File: config.mk
export PLATFORM = sky130hd
export DESIGN_NAME = cop_param_diag
export DESIGN_NICKNAME = d
export VERILOG_FILES = /design/src/cop_pkg.sv /design/src/cop_param_diag.sv
export SDC_FILE = /design/constraint.sdc
export NUM_CORES = 2
export LEC_CHECK = 0
export ABC_AREA = 1
export BUFFER_PORTS_ARGS = -buffer_cell sky130_fd_sc_hd__buf_2
export CAP_MARGIN = 5
export CELL_PAD_IN_SITES_DETAIL_PLACEMENT = 0
export CELL_PAD_IN_SITES_GLOBAL_PLACEMENT = 1
export CORE_ASPECT_RATIO = 1.5
export CORE_MARGIN = 1
export CORE_UTILIZATION = 35
export CTS_CLUSTER_SIZE = 24
export DETAILED_ROUTE_END_ITERATION = 10
export PLACE_DENSITY = 0.59
export SETUP_SLACK_MARGIN = 0.05
export SLEW_MARGIN = 10
export SYNTH_ARGS = -nofsm -noshare
export SYNTH_HDL_FRONTEND = slang
export SYNTH_SLANG_ARGS = --single-unit
File: constraint.sdc
create_clock -name core_clk_in -period 21.3 [get_ports core_clk_in]
set_input_delay 4.26 -clock core_clk_in [delete_from_list [all_inputs] [get_ports core_clk_in]]
set_output_delay 4.26 -clock core_clk_in [all_outputs]
set_load 0.02 [all_outputs]
File: src/cop_pkg.sv
package cop_pkg;
   // ***************************************************************
   // Sizes and record numbers
   // ***************************************************************
   localparam int COP_NCH = 4;
   localparam logic [7:0] COP_REC_SHORT = 8'h00;
   localparam logic [7:0] COP_REC_DIAG = 8'h01;
   localparam logic [7:0] COP_REC_PARAM = 8'h00;
   localparam logic [7:0] COP_REC_FN_BASE = 8'h80;
   localparam logic [4:0] COP_PARAM_IDX_WBE = 5'h01;
   localparam logic [4:0] COP_PARAM_LEN = 5'h02;
   localparam logic [4:0] COP_SHORT_LEN = 5'h04;
   localparam logic [4:0] COP_DIAG_LEN = 5'h14;
   // ***************************************************************
   // Diagnostic byte positions and constant contents
   // ***************************************************************
   localparam int COP_DB_SUMMARY = 0;
   localparam int COP_DB_CLASS = 1;
   localparam int COP_DB_RSVD = 2;
   localparam int COP_DB_INTERNAL = 3;
   localparam int COP_DB_CHANNEL_TYPE_CODE = 4;
   localparam int COP_DB_DIAG_BITS_PER_CHANNEL = 5;
   localparam int COP_DB_CHANNEL_COUNT = 6;
   localparam int COP_DB_CHSUM = 7;
   localparam int COP_DB_CH0 = 8;
   localparam int COP_DB_TS = 16;
   localparam logic [7:0] COP_CLASS_INFO = 8'h15;
   localparam logic [7:0] COP_CHANNEL_TYPE_CODE = 8'h73;
   localparam logic [7:0] COP_DIAG_BITS_PER_CHANNEL = 8'h08;
   localparam logic [7:0] COP_CHANNEL_COUNT = 8'h04;
   localparam logic [7:0] COP_WBE_RESET = 8'h00;
   localparam logic [7:0] COP_FN_RESET = 8'h31;
   localparam int COP_SUM_MODFAIL = 0;
   localparam int COP_SUM_INT = 1;
   localparam int COP_SUM_EXT = 2;
   localparam int COP_SUM_CHAN = 3;
   localparam int COP_SUM_AUX = 4;
   localparam int COP_SUM_PARAM = 7;
   localparam int COP_INT_OVF = 3;
   localparam int COP_INT_COMM = 4;
   localparam int COP_CH_PARAM = 0;
   localparam int COP_CH_WIRE = 4;
   // ***************************************************************
   // Function numbers and scaling
   // ***************************************************************
   localparam logic [7:0] COP_FN_0_20_S27 = 8'h31;
   localparam logic [7:0] COP_FN_0_20_S16 = 8'h41;
   localparam logic [7:0] COP_FN_4_20_S27 = 8'h30;
   localparam logic [7:0] COP_FN_4_20_S16 = 8'h40;
   localparam logic [7:0] COP_FN_OFF = 8'hFF;
   localparam logic signed [15:0] COP_MAX_S27 = 16'sh7EFF;
   localparam logic signed [15:0] COP_MAX_S16 = 16'sh5000;
   localparam logic signed [15:0] COP_MIN_4_S27 = -16'sh1B00;
   localparam logic signed [15:0] COP_MIN_4_S16 = -16'sh1000;
   localparam logic signed [15:0] COP_MIN_0 = 16'sh0000;
   // Gain is microamps per code in 16 fractional bits
   localparam logic [16:0] COP_GAIN_0_S27 = 17'h0B92F;
   localparam logic [16:0] COP_GAIN_0_S16 = 17'h13880;
   localparam logic [16:0] COP_GAIN_4_S27 = 17'h09426;
   localparam logic [16:0] COP_GAIN_4_S16 = 17'h0FA00;
   localparam logic signed [18:0] COP_OFS_4MA_UA = 19'sh00FA0;
   localparam logic signed [18:0] COP_OFS_0MA_UA = 19'sh00000;
   // ***************************************************************
   // Timing
   // ***************************************************************
   localparam int COP_CLK_PERIOD_NS = 40;
   localparam int COP_US_NS = 1000;
   localparam int COP_US_CYCLES = (COP_US_NS + COP_CLK_PERIOD_NS - 1) / COP_CLK_PERIOD_NS;
   typedef enum {COP_MODE_OFF, COP_MODE_0_S27, COP_MODE_0_S16, COP_MODE_4_S27, COP_MODE_4_S16,
                 COP_MODE_BAD} cop_mode_e;
   typedef logic signed [15:0] cop_code_t;
   typedef struct packed {
      logic rd;
      logic wr;
      logic [7:0] num;
      logic [4:0] idx;
      logic [7:0] wdata;
   } cop_req_s;
endpackage

File: src/cop_param_diag.sv
`timescale 1ns/1ps
module cop_param_diag #(
   parameter int NCH = cop_pkg::COP_NCH
) (
   input wire logic core_clk_in,
   input wire logic rst_in,
   input wire cop_pkg::cop_req_s req_in,
   output logic ack_out,
   output logic access_err_out,
   output logic [7:0] rdata_out,
   input wire cop_pkg::cop_code_t [NCH-1:0] chan_code_in,
   input wire logic [NCH-1:0] wire_break_det_in,
   input wire logic aux_supply_ok_in,
   input wire logic module_fail_in,
   input wire logic diag_overflow_in,
   input wire logic comm_error_in,
   output logic [NCH-1:0] chan_active_out,
   output logic [NCH-1:0][15:0] chan_current_ua_out,
   output logic [NCH-1:0] chan_error_led_out,
   output logic module_error_out
);
   import cop_pkg::*;

   // ***************************************************************
   // Parameter record
   // ***************************************************************
   logic [7:0] wire_break_enable;
   logic [NCH-1:0][7:0] channel_function_select;
   logic wr_param;
   logic wr_fn;
   logic [7:0] fn_sel;
   logic rd_ok;
   logic wr_ok;

   assign fn_sel = req_in.num - COP_REC_FN_BASE;
   assign wr_param = req_in.num == COP_REC_PARAM && req_in.idx < COP_PARAM_LEN;
   assign wr_fn = req_in.num >= COP_REC_FN_BASE && fn_sel < 8'(NCH) && req_in.idx == 5'h00;
   assign wr_ok = wr_param || wr_fn;
   assign rd_ok = (req_in.num == COP_REC_DIAG && req_in.idx < COP_DIAG_LEN) ||
                  (req_in.num == COP_REC_SHORT && req_in.idx < COP_SHORT_LEN);

   always_ff @(posedge core_clk_in or posedge rst_in) begin
      if (rst_in) begin
         wire_break_enable <= COP_WBE_RESET;
      end else if (req_in.wr && wr_param && req_in.idx == COP_PARAM_IDX_WBE) begin
         wire_break_enable <= {4'h0, req_in.wdata[NCH-1:0]};
      end
   end

   always_ff @(posedge core_clk_in or posedge rst_in) begin
      if (rst_in) begin
         channel_function_select <= {NCH{COP_FN_RESET}};
      end else if (req_in.wr && wr_fn) begin
         channel_function_select[fn_sel[1:0]] <= req_in.wdata;
      end
   end

   // ***************************************************************
   // Per-channel scaling and fault flags
   // ***************************************************************
   logic [NCH-1:0][7:0] chan_fault;
   logic [NCH-1:0] chan_bad_fn;

   function automatic cop_mode_e decode_fn(input logic [7:0] fn);
      case (fn)
         COP_FN_0_20_S27: decode_fn = COP_MODE_0_S27;
         COP_FN_0_20_S16: decode_fn = COP_MODE_0_S16;
         COP_FN_4_20_S27: decode_fn = COP_MODE_4_S27;
         COP_FN_4_20_S16: decode_fn = COP_MODE_4_S16;
         COP_FN_OFF: decode_fn = COP_MODE_OFF;
         default: decode_fn = COP_MODE_BAD;
      endcase
   endfunction

   for (genvar ch = 0; ch < NCH; ch++) begin : g_chan
      cop_mode_e mode;
      logic signed [15:0] lo;
      logic signed [15:0] hi;
      logic [16:0] gain;
      logic signed [18:0] ofs;
      logic signed [15:0] code_c;
      logic signed [34:0] prod;
      logic signed [18:0] sum;

      always_comb begin
         mode = decode_fn(channel_function_select[ch]);
         lo = COP_MIN_0;
         hi = COP_MAX_S27;
         gain = COP_GAIN_0_S27;
         ofs = COP_OFS_0MA_UA;
         case (mode)
            COP_MODE_0_S16: begin
               hi = COP_MAX_S16;
               gain = COP_GAIN_0_S16;
            end
            COP_MODE_4_S27: begin
               lo = COP_MIN_4_S27;
               gain = COP_GAIN_4_S27;
               ofs = COP_OFS_4MA_UA;
            end
            COP_MODE_4_S16: begin
               lo = COP_MIN_4_S16;
               hi = COP_MAX_S16;
               gain = COP_GAIN_4_S16;
               ofs = COP_OFS_4MA_UA;
            end
            default: begin
            end
         endcase
         if (chan_code_in[ch] < lo) begin
            code_c = lo;
         end else if (chan_code_in[ch] > hi) begin
            code_c = hi;
         end else begin
            code_c = chan_code_in[ch];
         end
         prod = 35'(code_c * $signed({1'b0, gain}));
         sum = prod[34:16] + ofs;
      end

      always_ff @(posedge core_clk_in or posedge rst_in) begin
         if (rst_in) begin
            chan_current_ua_out[ch] <= 16'h0000;
            chan_active_out[ch] <= 1'b0;
         end else if (mode == COP_MODE_OFF || mode == COP_MODE_BAD) begin
            chan_current_ua_out[ch] <= 16'h0000;
            chan_active_out[ch] <= 1'b0;
         end else begin
            chan_current_ua_out[ch] <= sum[18] ? 16'h0000 : sum[15:0];
            chan_active_out[ch] <= 1'b1;
         end
      end

      // Flags are levels: they drop on the clock edge after the cause goes away
      always_ff @(posedge core_clk_in or posedge rst_in) begin
         if (rst_in) begin
            chan_fault[ch] <= 8'h00;
         end else begin
            chan_fault[ch] <= 8'h00;
            chan_fault[ch][COP_CH_PARAM] <= mode == COP_MODE_BAD;
            chan_fault[ch][COP_CH_WIRE] <= wire_break_det_in[ch] && wire_break_enable[ch] &&
                                           mode != COP_MODE_OFF && mode != COP_MODE_BAD;
         end
      end
      assign chan_bad_fn[ch] = mode == COP_MODE_BAD;
      assign chan_error_led_out[ch] = |chan_fault[ch];
   end

   // ***************************************************************
   // Module-level flags
   // ***************************************************************
   logic [7:0] module_diag_summary;
   logic [7:0] internal_fault_flags;
   logic [7:0] channel_error_summary;
   logic aux_missing;
   logic [NCH-1:0] wire_any;

   for (genvar ch = 0; ch < NCH; ch++) begin : g_sum
      assign channel_error_summary[ch] = |chan_fault[ch];
      assign wire_any[ch] = chan_fault[ch][COP_CH_WIRE];
   end
   assign channel_error_summary[7:NCH] = '0;

   always_ff @(posedge core_clk_in or posedge rst_in) begin
      if (rst_in) begin
         internal_fault_flags <= 8'h00;
         aux_missing <= 1'b0;
      end else begin
         internal_fault_flags <= 8'h00;
         internal_fault_flags[COP_INT_OVF] <= diag_overflow_in;
         internal_fault_flags[COP_INT_COMM] <= comm_error_in;
         aux_missing <= !aux_supply_ok_in;
      end
   end

   always_comb begin
      module_diag_summary = 8'h00;
      module_diag_summary[COP_SUM_MODFAIL] = module_fail_in;
      module_diag_summary[COP_SUM_INT] = |internal_fault_flags;
      module_diag_summary[COP_SUM_EXT] = aux_missing || |wire_any;
      module_diag_summary[COP_SUM_CHAN] = |channel_error_summary;
      module_diag_summary[COP_SUM_AUX] = aux_missing;
      module_diag_summary[COP_SUM_PARAM] = |chan_bad_fn;
   end
   // Only a level output; there is deliberately no interrupt line
   assign module_error_out = |module_diag_summary;

   // ***************************************************************
   // Microsecond counter and capture
   // ***************************************************************
   logic [$clog2(COP_US_CYCLES)-1:0] us_div;
   logic us_tick;
   logic [31:0] us_count;
   logic [31:0] diag_timestamp_us;
   logic [7:0] summary_prev;
   logic [NCH-1:0][7:0] fault_prev;
   logic diag_event;

   assign us_tick = us_div == ($clog2(COP_US_CYCLES))'(COP_US_CYCLES - 1);

   always_ff @(posedge core_clk_in or posedge rst_in) begin
      if (rst_in) begin
         us_div <= '0;
      end else begin
         us_div <= us_tick ? '0 : us_div + 1'b1;
      end
   end

   always_ff @(posedge core_clk_in or posedge rst_in) begin
      if (rst_in) begin
         us_count <= 32'h0000_0000;
      end else if (us_tick) begin
         us_count <= us_count + 32'h0000_0001;
      end
   end

   // An event is any summary bit or channel fault bit newly rising, not a flag going away
   assign diag_event = |(module_diag_summary & ~summary_prev) || |(chan_fault & ~fault_prev);

   always_ff @(posedge core_clk_in or posedge rst_in) begin
      if (rst_in) begin
         summary_prev <= 8'h00;
         fault_prev <= '0;
         diag_timestamp_us <= 32'h0000_0000;
      end else begin
         summary_prev <= module_diag_summary;
         fault_prev <= chan_fault;
         if (diag_event) begin
            diag_timestamp_us <= us_count;
         end
      end
   end

   // ***************************************************************
   // Record read-out
   // ***************************************************************
   logic [7:0] diag_byte [0:COP_DIAG_LEN-1];

   always_comb begin
      for (int i = 0; i < COP_DIAG_LEN; i++) begin
         diag_byte[i] = 8'h00;
      end
      diag_byte[COP_DB_SUMMARY] = module_diag_summary;
      diag_byte[COP_DB_CLASS] = COP_CLASS_INFO;
      diag_byte[COP_DB_INTERNAL] = internal_fault_flags;
      diag_byte[COP_DB_CHANNEL_TYPE_CODE] = COP_CHANNEL_TYPE_CODE;
      diag_byte[COP_DB_DIAG_BITS_PER_CHANNEL] = COP_DIAG_BITS_PER_CHANNEL;
      diag_byte[COP_DB_CHANNEL_COUNT] = COP_CHANNEL_COUNT;
      diag_byte[COP_DB_CHSUM] = channel_error_summary;
      for (int c = 0; c < NCH; c++) begin
         diag_byte[COP_DB_CH0 + c] = chan_fault[c];
      end
      for (int b = 0; b < 4; b++) begin
         diag_byte[COP_DB_TS + b] = diag_timestamp_us[8*b +: 8];
      end
   end

   always_ff @(posedge core_clk_in or posedge rst_in) begin
      if (rst_in) begin
         ack_out <= 1'b0;
         access_err_out <= 1'b0;
         rdata_out <= 8'h00;
      end else begin
         ack_out <= req_in.rd || req_in.wr;
         access_err_out <= (req_in.rd && !rd_ok) || (req_in.wr && !wr_ok);
         if (req_in.rd) begin
            rdata_out <= rd_ok ? diag_byte[req_in.idx] : 8'h00;
         end
      end
   end
endmodule

; ---- After elaboration in Yosys (flattened, before gate mapping)
; Index checks and enable logic that the tools add are counted.
[word_totals]
input_bits = 97
ff_bits = 208
[op_classes]
n_eq_ne = 43
n_reduce_logical = 65
n_mul = 4
add_sub_neg = 7
mux = 48
n_bitwise = 5
n_lt_le_gt_ge = 16
[op_table]
columns = op, count
row1 = $eq 32x2->1 const B, 8
row2 = $mux 16, 16
row3 = $pmux 17 s3, 4
row4 = $mul 16x18->34, 4
row5 = $eq 32x3->1 const B, 4
row6 = $eq 32x4->1 const B, 4
row7 = $logic_not 32->1, 4
row8 = $ne 32x4->1 const B, 4
row9 = $pmux 16 s2, 4
row10 = $reduce_bool 32->1, 4
row11 = $add 19x19->19, 4
row12 = $eq 8x6->1 const B, 8
row13 = $eq 8x7->1 const B, 8
row14 = $gt 16x16->1, 4
row15 = $lt 16x16->1, 4
row16 = $pmux 3 s5, 4
row17 = $mux 14, 4
row18 = $mux 12, 4
row19 = $bmux 8 s5, 1
row20 = $add 32x1->32 const B, 1
row21 = $and 29x32->32, 1
row22 = $bwmux 32, 1
row23 = $eq 8x8->1 const B, 4
row24 = $mux 8, 4
row25 = 30 further kinds, 80

; ---- Longest topological paths before layout
[depth]
depth_word = 12
depth_mapped = 61
depth_no_buf = 59

; ---- Worst setup path before layout
; No wires, ideal clock.
[synth_path]
path_kind = input -> register
startpoint = in chan_code_in[21] (netlist name)
endpoint = reg chan_current_ua_out[25] (netlist name)
t_required_ns = 21.178
setup_slack_ns = 9.377
setup_time_ns = 0.122
path_stages = 41
t_arrival_ns = 11.800
cell_sequence = ha_1 a21o_1 a21boi_0 nand2_1 nand2_1 nand2_1 nand3_1 inv_1 clkbuf_1 or2_2 nand2_1 inv_1 nand2_1 fa_1 fa_1 inv_1 fa_1 fa_1 [5 not listed] a21oi_1 inv_1 a21oi_1 o21ai_0 a221oi_1 nand2_2 a31oi_1 xnor2_1 ha_1 nand2_1 inv_1 a221oi_1 nand2_1 nand3_2 nor2_2 nor2_4 buf_6 nor2_2
[synth_between]
elab_chain_cells = 7
elab_cells_between_ends = 8
[synth_rtl]
columns = item, line_no
row1 = "start, declared", cop_param_diag.sv:11  ; input wire cop_pkg::cop_code_t [NCH-1:0] chan_code_in,
row2 = $gt 16x16->1, cop_param_diag.sv:112  ; end else if (chan_code_in[ch] > hi) begin
row3 = $mux 16, cop_param_diag.sv:112
row4 = $mux 16 (*), cop_param_diag.sv:110  ; if (chan_code_in[ch] < lo) begin
row5 = $mul 16x18->34 (*), cop_param_diag.sv:117  ; prod = 35'(code_c * $signed({1'b0, gain}));
row6 = $add 19x19->19 (*), cop_param_diag.sv:118  ; sum = prod[34:16] + ofs;
row7 = $mux 16 (*), cop_param_diag.sv:129  ; chan_current_ua_out[ch] <= sum[18] ? 16'h0000 : sum[15:0];
row8 = $mux 16 (*), cop_param_diag.sv:125  ; end else if (mode == COP_MODE_OFF || mode == COP_MODE_BAD) begin
row9 = "end signal, assigned by index", cop_param_diag.sv:129
row10 = "end, declared", cop_param_diag.sv:18  ; output logic [NCH-1:0][15:0] chan_current_ua_out,
; Every way passes the cells marked *; elsewhere a longest branch is shown, timed or not.
; A chain may end at the register's enable or synchronous reset.

; ---- Final worst setup path
[layout_path]
startpoint = in chan_code_in[27] (netlist name)
endpoint = reg chan_current_ua_out[19] (netlist name)
; The elaborated chain is that of the path after synthesis.

==> flow_summary.yaml <==
worst_setup_path:
  crit_top_cell: "inv_1"
  cp-start-kind: "input port"
  crit_path_max_incr_delay_ns: 0.55
  critPathMaxFanout: 16
  crit_required_ns: 21.73
  rr_endpoint: "chan_current_ua_out[11]$_DFF_PP0_"
  path_buf_inv: 8
  r2r_cells: 45
  setup.worst_path.class: "in -> reg"
  cpMaxStageDelayCell: "fa_1"
  cp_top_family: "adder cells"
  regToRegSetupSlack_ns: 10.17
  critPathCaptureType: "flip-flop"
  r2r_start: "channel_function_select[5]$_DFFE_PP1P_"
  worstPathArrival_ns: 13.23
timing:
  worstMarginPinSlew_ns: 1.02
  fin_setup_tns_ns: 0
  hold_viol: 0
  clock_skew_ns: 0.0328
  drv_slew: 0
  rsz0062_at_grt: "no"
  worst_slack_ns: 8.51
  finalCriticalPeriod_ns: 12.79
  setup_viol: 0
  finalCritPeriodShare: 0.601
  maxSlewHeadroom: 0.322
  max_freq_mhz: 78.2
finish:
  design_area_um2: 49600
  final_nets: 7282
  syn_to_final_growth_pct: 8.62
  multi_input_area_um2: 34200
  layout-drive-gt1-share: 0.0760
  nFillCells: 13786
  seqCellArea_um2: 5220
detailed_routing:
  highest_layer: "met5"
  dr.pass1.iters: 7
  wl_met1_um: 53900
  dr_wl_met2_um: 78400
  wl_met3_um: 4090
  detail-route-antenna-nets: 0
  drt_iter0_markers: 1412
  wl_per_cell_um: 18.8
  drc: 0
  routed_wl_um: 142000
  via_per_inst: 4.75
  routed-via-count: 35861
synthesis:
  synth_warnings: 0
  yosysSeqAreaShare: 0.114
  synthFlopType: "dfrtp_1"
  synth_seq_cells: 208
  ys_async_sr_fraction: 1.00
  syn_area_per_cell_um2: 8.09
  syn-instance-count: 5640
  synth_fp_nets: 7116
  synth_edf_count: 0
  ys_types: 65
  netlist_area_um2: 45700
clock_tree:
  clkTransAtPathRegs_ns: 0.06
  h-tree-depth: 1
  root_buffer: "clkbuf_16"
  cts_tree: "done"
  insertion_delay_ns: 0.60
  ctsHoldBuffers: 0
  clockBufferDepth: 3
  postCtsSetupBuffers: 0
  cts.sinks: 208
  cts-buffers-inserted: 29
  cts_repair_resize_count: 0
global_route:
  grt_pass1_vias: 39503
  grt_pass1_wl_um: 224000
  grt_max_degree: 77
  grt-ovfl-total: 0
  grtUsageTotal: 0.220
  antenna_found_initial: 10
hold_path:
  min_delay_worst_endpoint: "fault_prev[20]$_DFF_PP0_"
  min_from: "chan_fault[20]$_DFF_PP0_"
  whs_path_depth: 0
  hp-class: "reg -> reg"
power_and_ir_drop:
  power_per_cell_area_nw_per_um2: 134
  vdd_drop_max_mv: 0.105
  power_mw: 6.63
  power.leakage_nw: 27.8
flow_run:
  cap_violations: 0
placement:
  io_buffers: 179
  dp_slack_ns: 7.86
  dp_hpwl_um: 126000
  globalplace.congestion: 0.922
  placed_area_um2: 48600
die:
  core_um2: 129000
  io_pins: 180
  die_x_um: 297
  rows: 161
  die_h_um: 444
  start_util: 0.354
  die_area_um2: 132000
outcome:
  status: "finished clean"
## placed cells by master (no fill, tap or decap), drive strengths merged, types with 7 or more instances in the layout
cell	Yosys	layout
a211oi	9	9
a21boi	13	13
a21o	17	17
a21oi	228	228
a31oi	28	28
buf	11	207
clkbuf	61	35
clkinv	10	21
dfrtp	196	196
dfstp	12	12
fa	700	700
ha	679	679
inv	1561	1565
nand2	813	813
nand3	131	131
nand3b	12	12
nand4	31	31
nor2	626	626
nor3	44	44
nor4	33	33
o211ai	7	7
o21a	18	18
o21ai	210	210
o21bai	7	7
o221ai	7	7
o22ai	7	7
or2	43	43
xnor2	34	34
xor2	55	55
## layout make-up
class | count | share of cell area
multi-input combinational | 3789 | 0.690
inverter | 1571 | 0.119
sequential | 208 | 0.105
tap | 1711 | 0.0432
timing repair buffer | 207 | 0.0223
clock buffer | 35 | 0.0159
clock inverter | 19 | 0.00381
antenna | 3 | 0.000151
## metal layers
layer | track usage | vias up
met5 | 0 | -
met4 | 0.0733 | 14
met3 | 0.0195 | 208
met2 | 0.434 | 611
met1 | 0.243 | 17585
li1 | - | 17443
## through the flow
step	instances	utilization	hold WS (ns)
after floorplan	5640	-	0.374
after global placement	7486	0.377	0.390
after detailed placement	7486	0.377	0.401
after CTS	7540	0.385	0.415
after global routing	7540	0.385	0.431
final	7543	0.385	0.416
## where the power goes
| group | switching, mW | leakage, nW | internal [mW] |
|---|---|---|---|
| logic | 3.69 | 24.5 | 2.04 |
| registers | 0.00209 | 2.76 | 0.399 |
| clock network | 0.209 | 0.487 | 0.291 |
## synth_stat cells (4+ instances only)
master	number	share of area
a2111oi_0	4	0.00077
a211oi_1	9	0.0015
a21boi_0	12	0.0020
a21o_1	17	0.0028
a21oi_1	227	0.025
a221oi_1	4	0.00077
a22oi_1	5	0.00082
a31oi_1	28	0.0038
and2_1	4	0.00055
and3_1	5	0.00069
buf_4	6	0.00099
clkbuf_1	61	0.0050
clkinv_1	10	0.00082
dfrtp_1	196	0.11
dfstp_2	12	0.0069
fa_1	700	0.31
ha_1	679	0.19
inv_1	1549	0.13
inv_2	12	0.00099
nand2_1	788	0.065
nand2_2	23	0.0032
nand3_1	113	0.012
nand3_2	13	0.0029
nand3_4	5	0.0019
nand3b_1	12	0.0020
nand4_1	27	0.0037
nor2_1	578	0.048
nor2_2	32	0.0044
nor2_4	16	0.0039
nor3_1	37	0.0041
nor3_4	4	0.0014
nor4_1	29	0.0040
o211ai_1	7	0.0012
o21a_1	18	0.0030
o21ai_0	203	0.022
o21ai_1	7	0.00077
o21bai_1	7	0.0012
o221ai_1	7	0.0013
o22ai_1	7	0.00096
or2_2	40	0.0055
xnor2_1	34	0.0065
xor2_1	55	0.011
## how the worst max path moves through the flow
stage,from,end,slack [ns],cells past startpoint
after global routing,chan_code_in[27],chan_current_ua_out[31]$_DFF_PP0_,7.88,39
final,chan_code_in[27],chan_current_ua_out[19]$_DFF_PP0_,8.51,38
after detailed placement,chan_code_in[27],chan_current_ua_out[19]$_DFF_PP0_,7.86,38
after global placement,chan_code_in[27],chan_current_ua_out[18]$_DFF_PP0_,7.87,38
after CTS,chan_code_in[27],chan_current_ua_out[19]$_DFF_PP0_,8.42,38
after floorplan,chan_code_in[21],chan_current_ua_out[25]$_DFF_PP0_,9.38,41
## kinds of logic after synthesis
kind of cell               synth area share
muxes                              0.000740
xor gates and xnor gates             0.0171
AOI/OAI and AO/OA                    0.0706
and+or+nand+nor                       0.168
adders and majority gates             0.493
buffers and inverters                 0.136
DFF                                   0.114
## flip-flops by register name (all words and copies together) (netlist names)
| register | count |
|---|---|
| fault_prev | 8 |
| us_div | 5 |
| chan_current_ua_out | 64 |
| rdata_out | 8 |
| us_count | 32 |
| channel_function_select | 32 |
| ack_out | 1 |
| wire_break_enable | 4 |
| internal_fault_flags | 2 |
| chan_active_out | 4 |
| access_err_out | 1 |
| chan_fault | 8 |
| aux_missing | 1 |
| summary_prev | 6 |
| diag_timestamp_us | 32 |
## worst register-to-register path, delay by kind of cell, from the launching register on
kind / cells / cell delay, ns
fa+ha+maj: 9 / 3.77
compound gates: 6 / 1.81
flops: 1 / 0.54
buf+inv: 12 / 1.72
simple gates: 17 / 2.98
xor+xnor: 1 / 0.17
(Power assumes the default switching activity.)
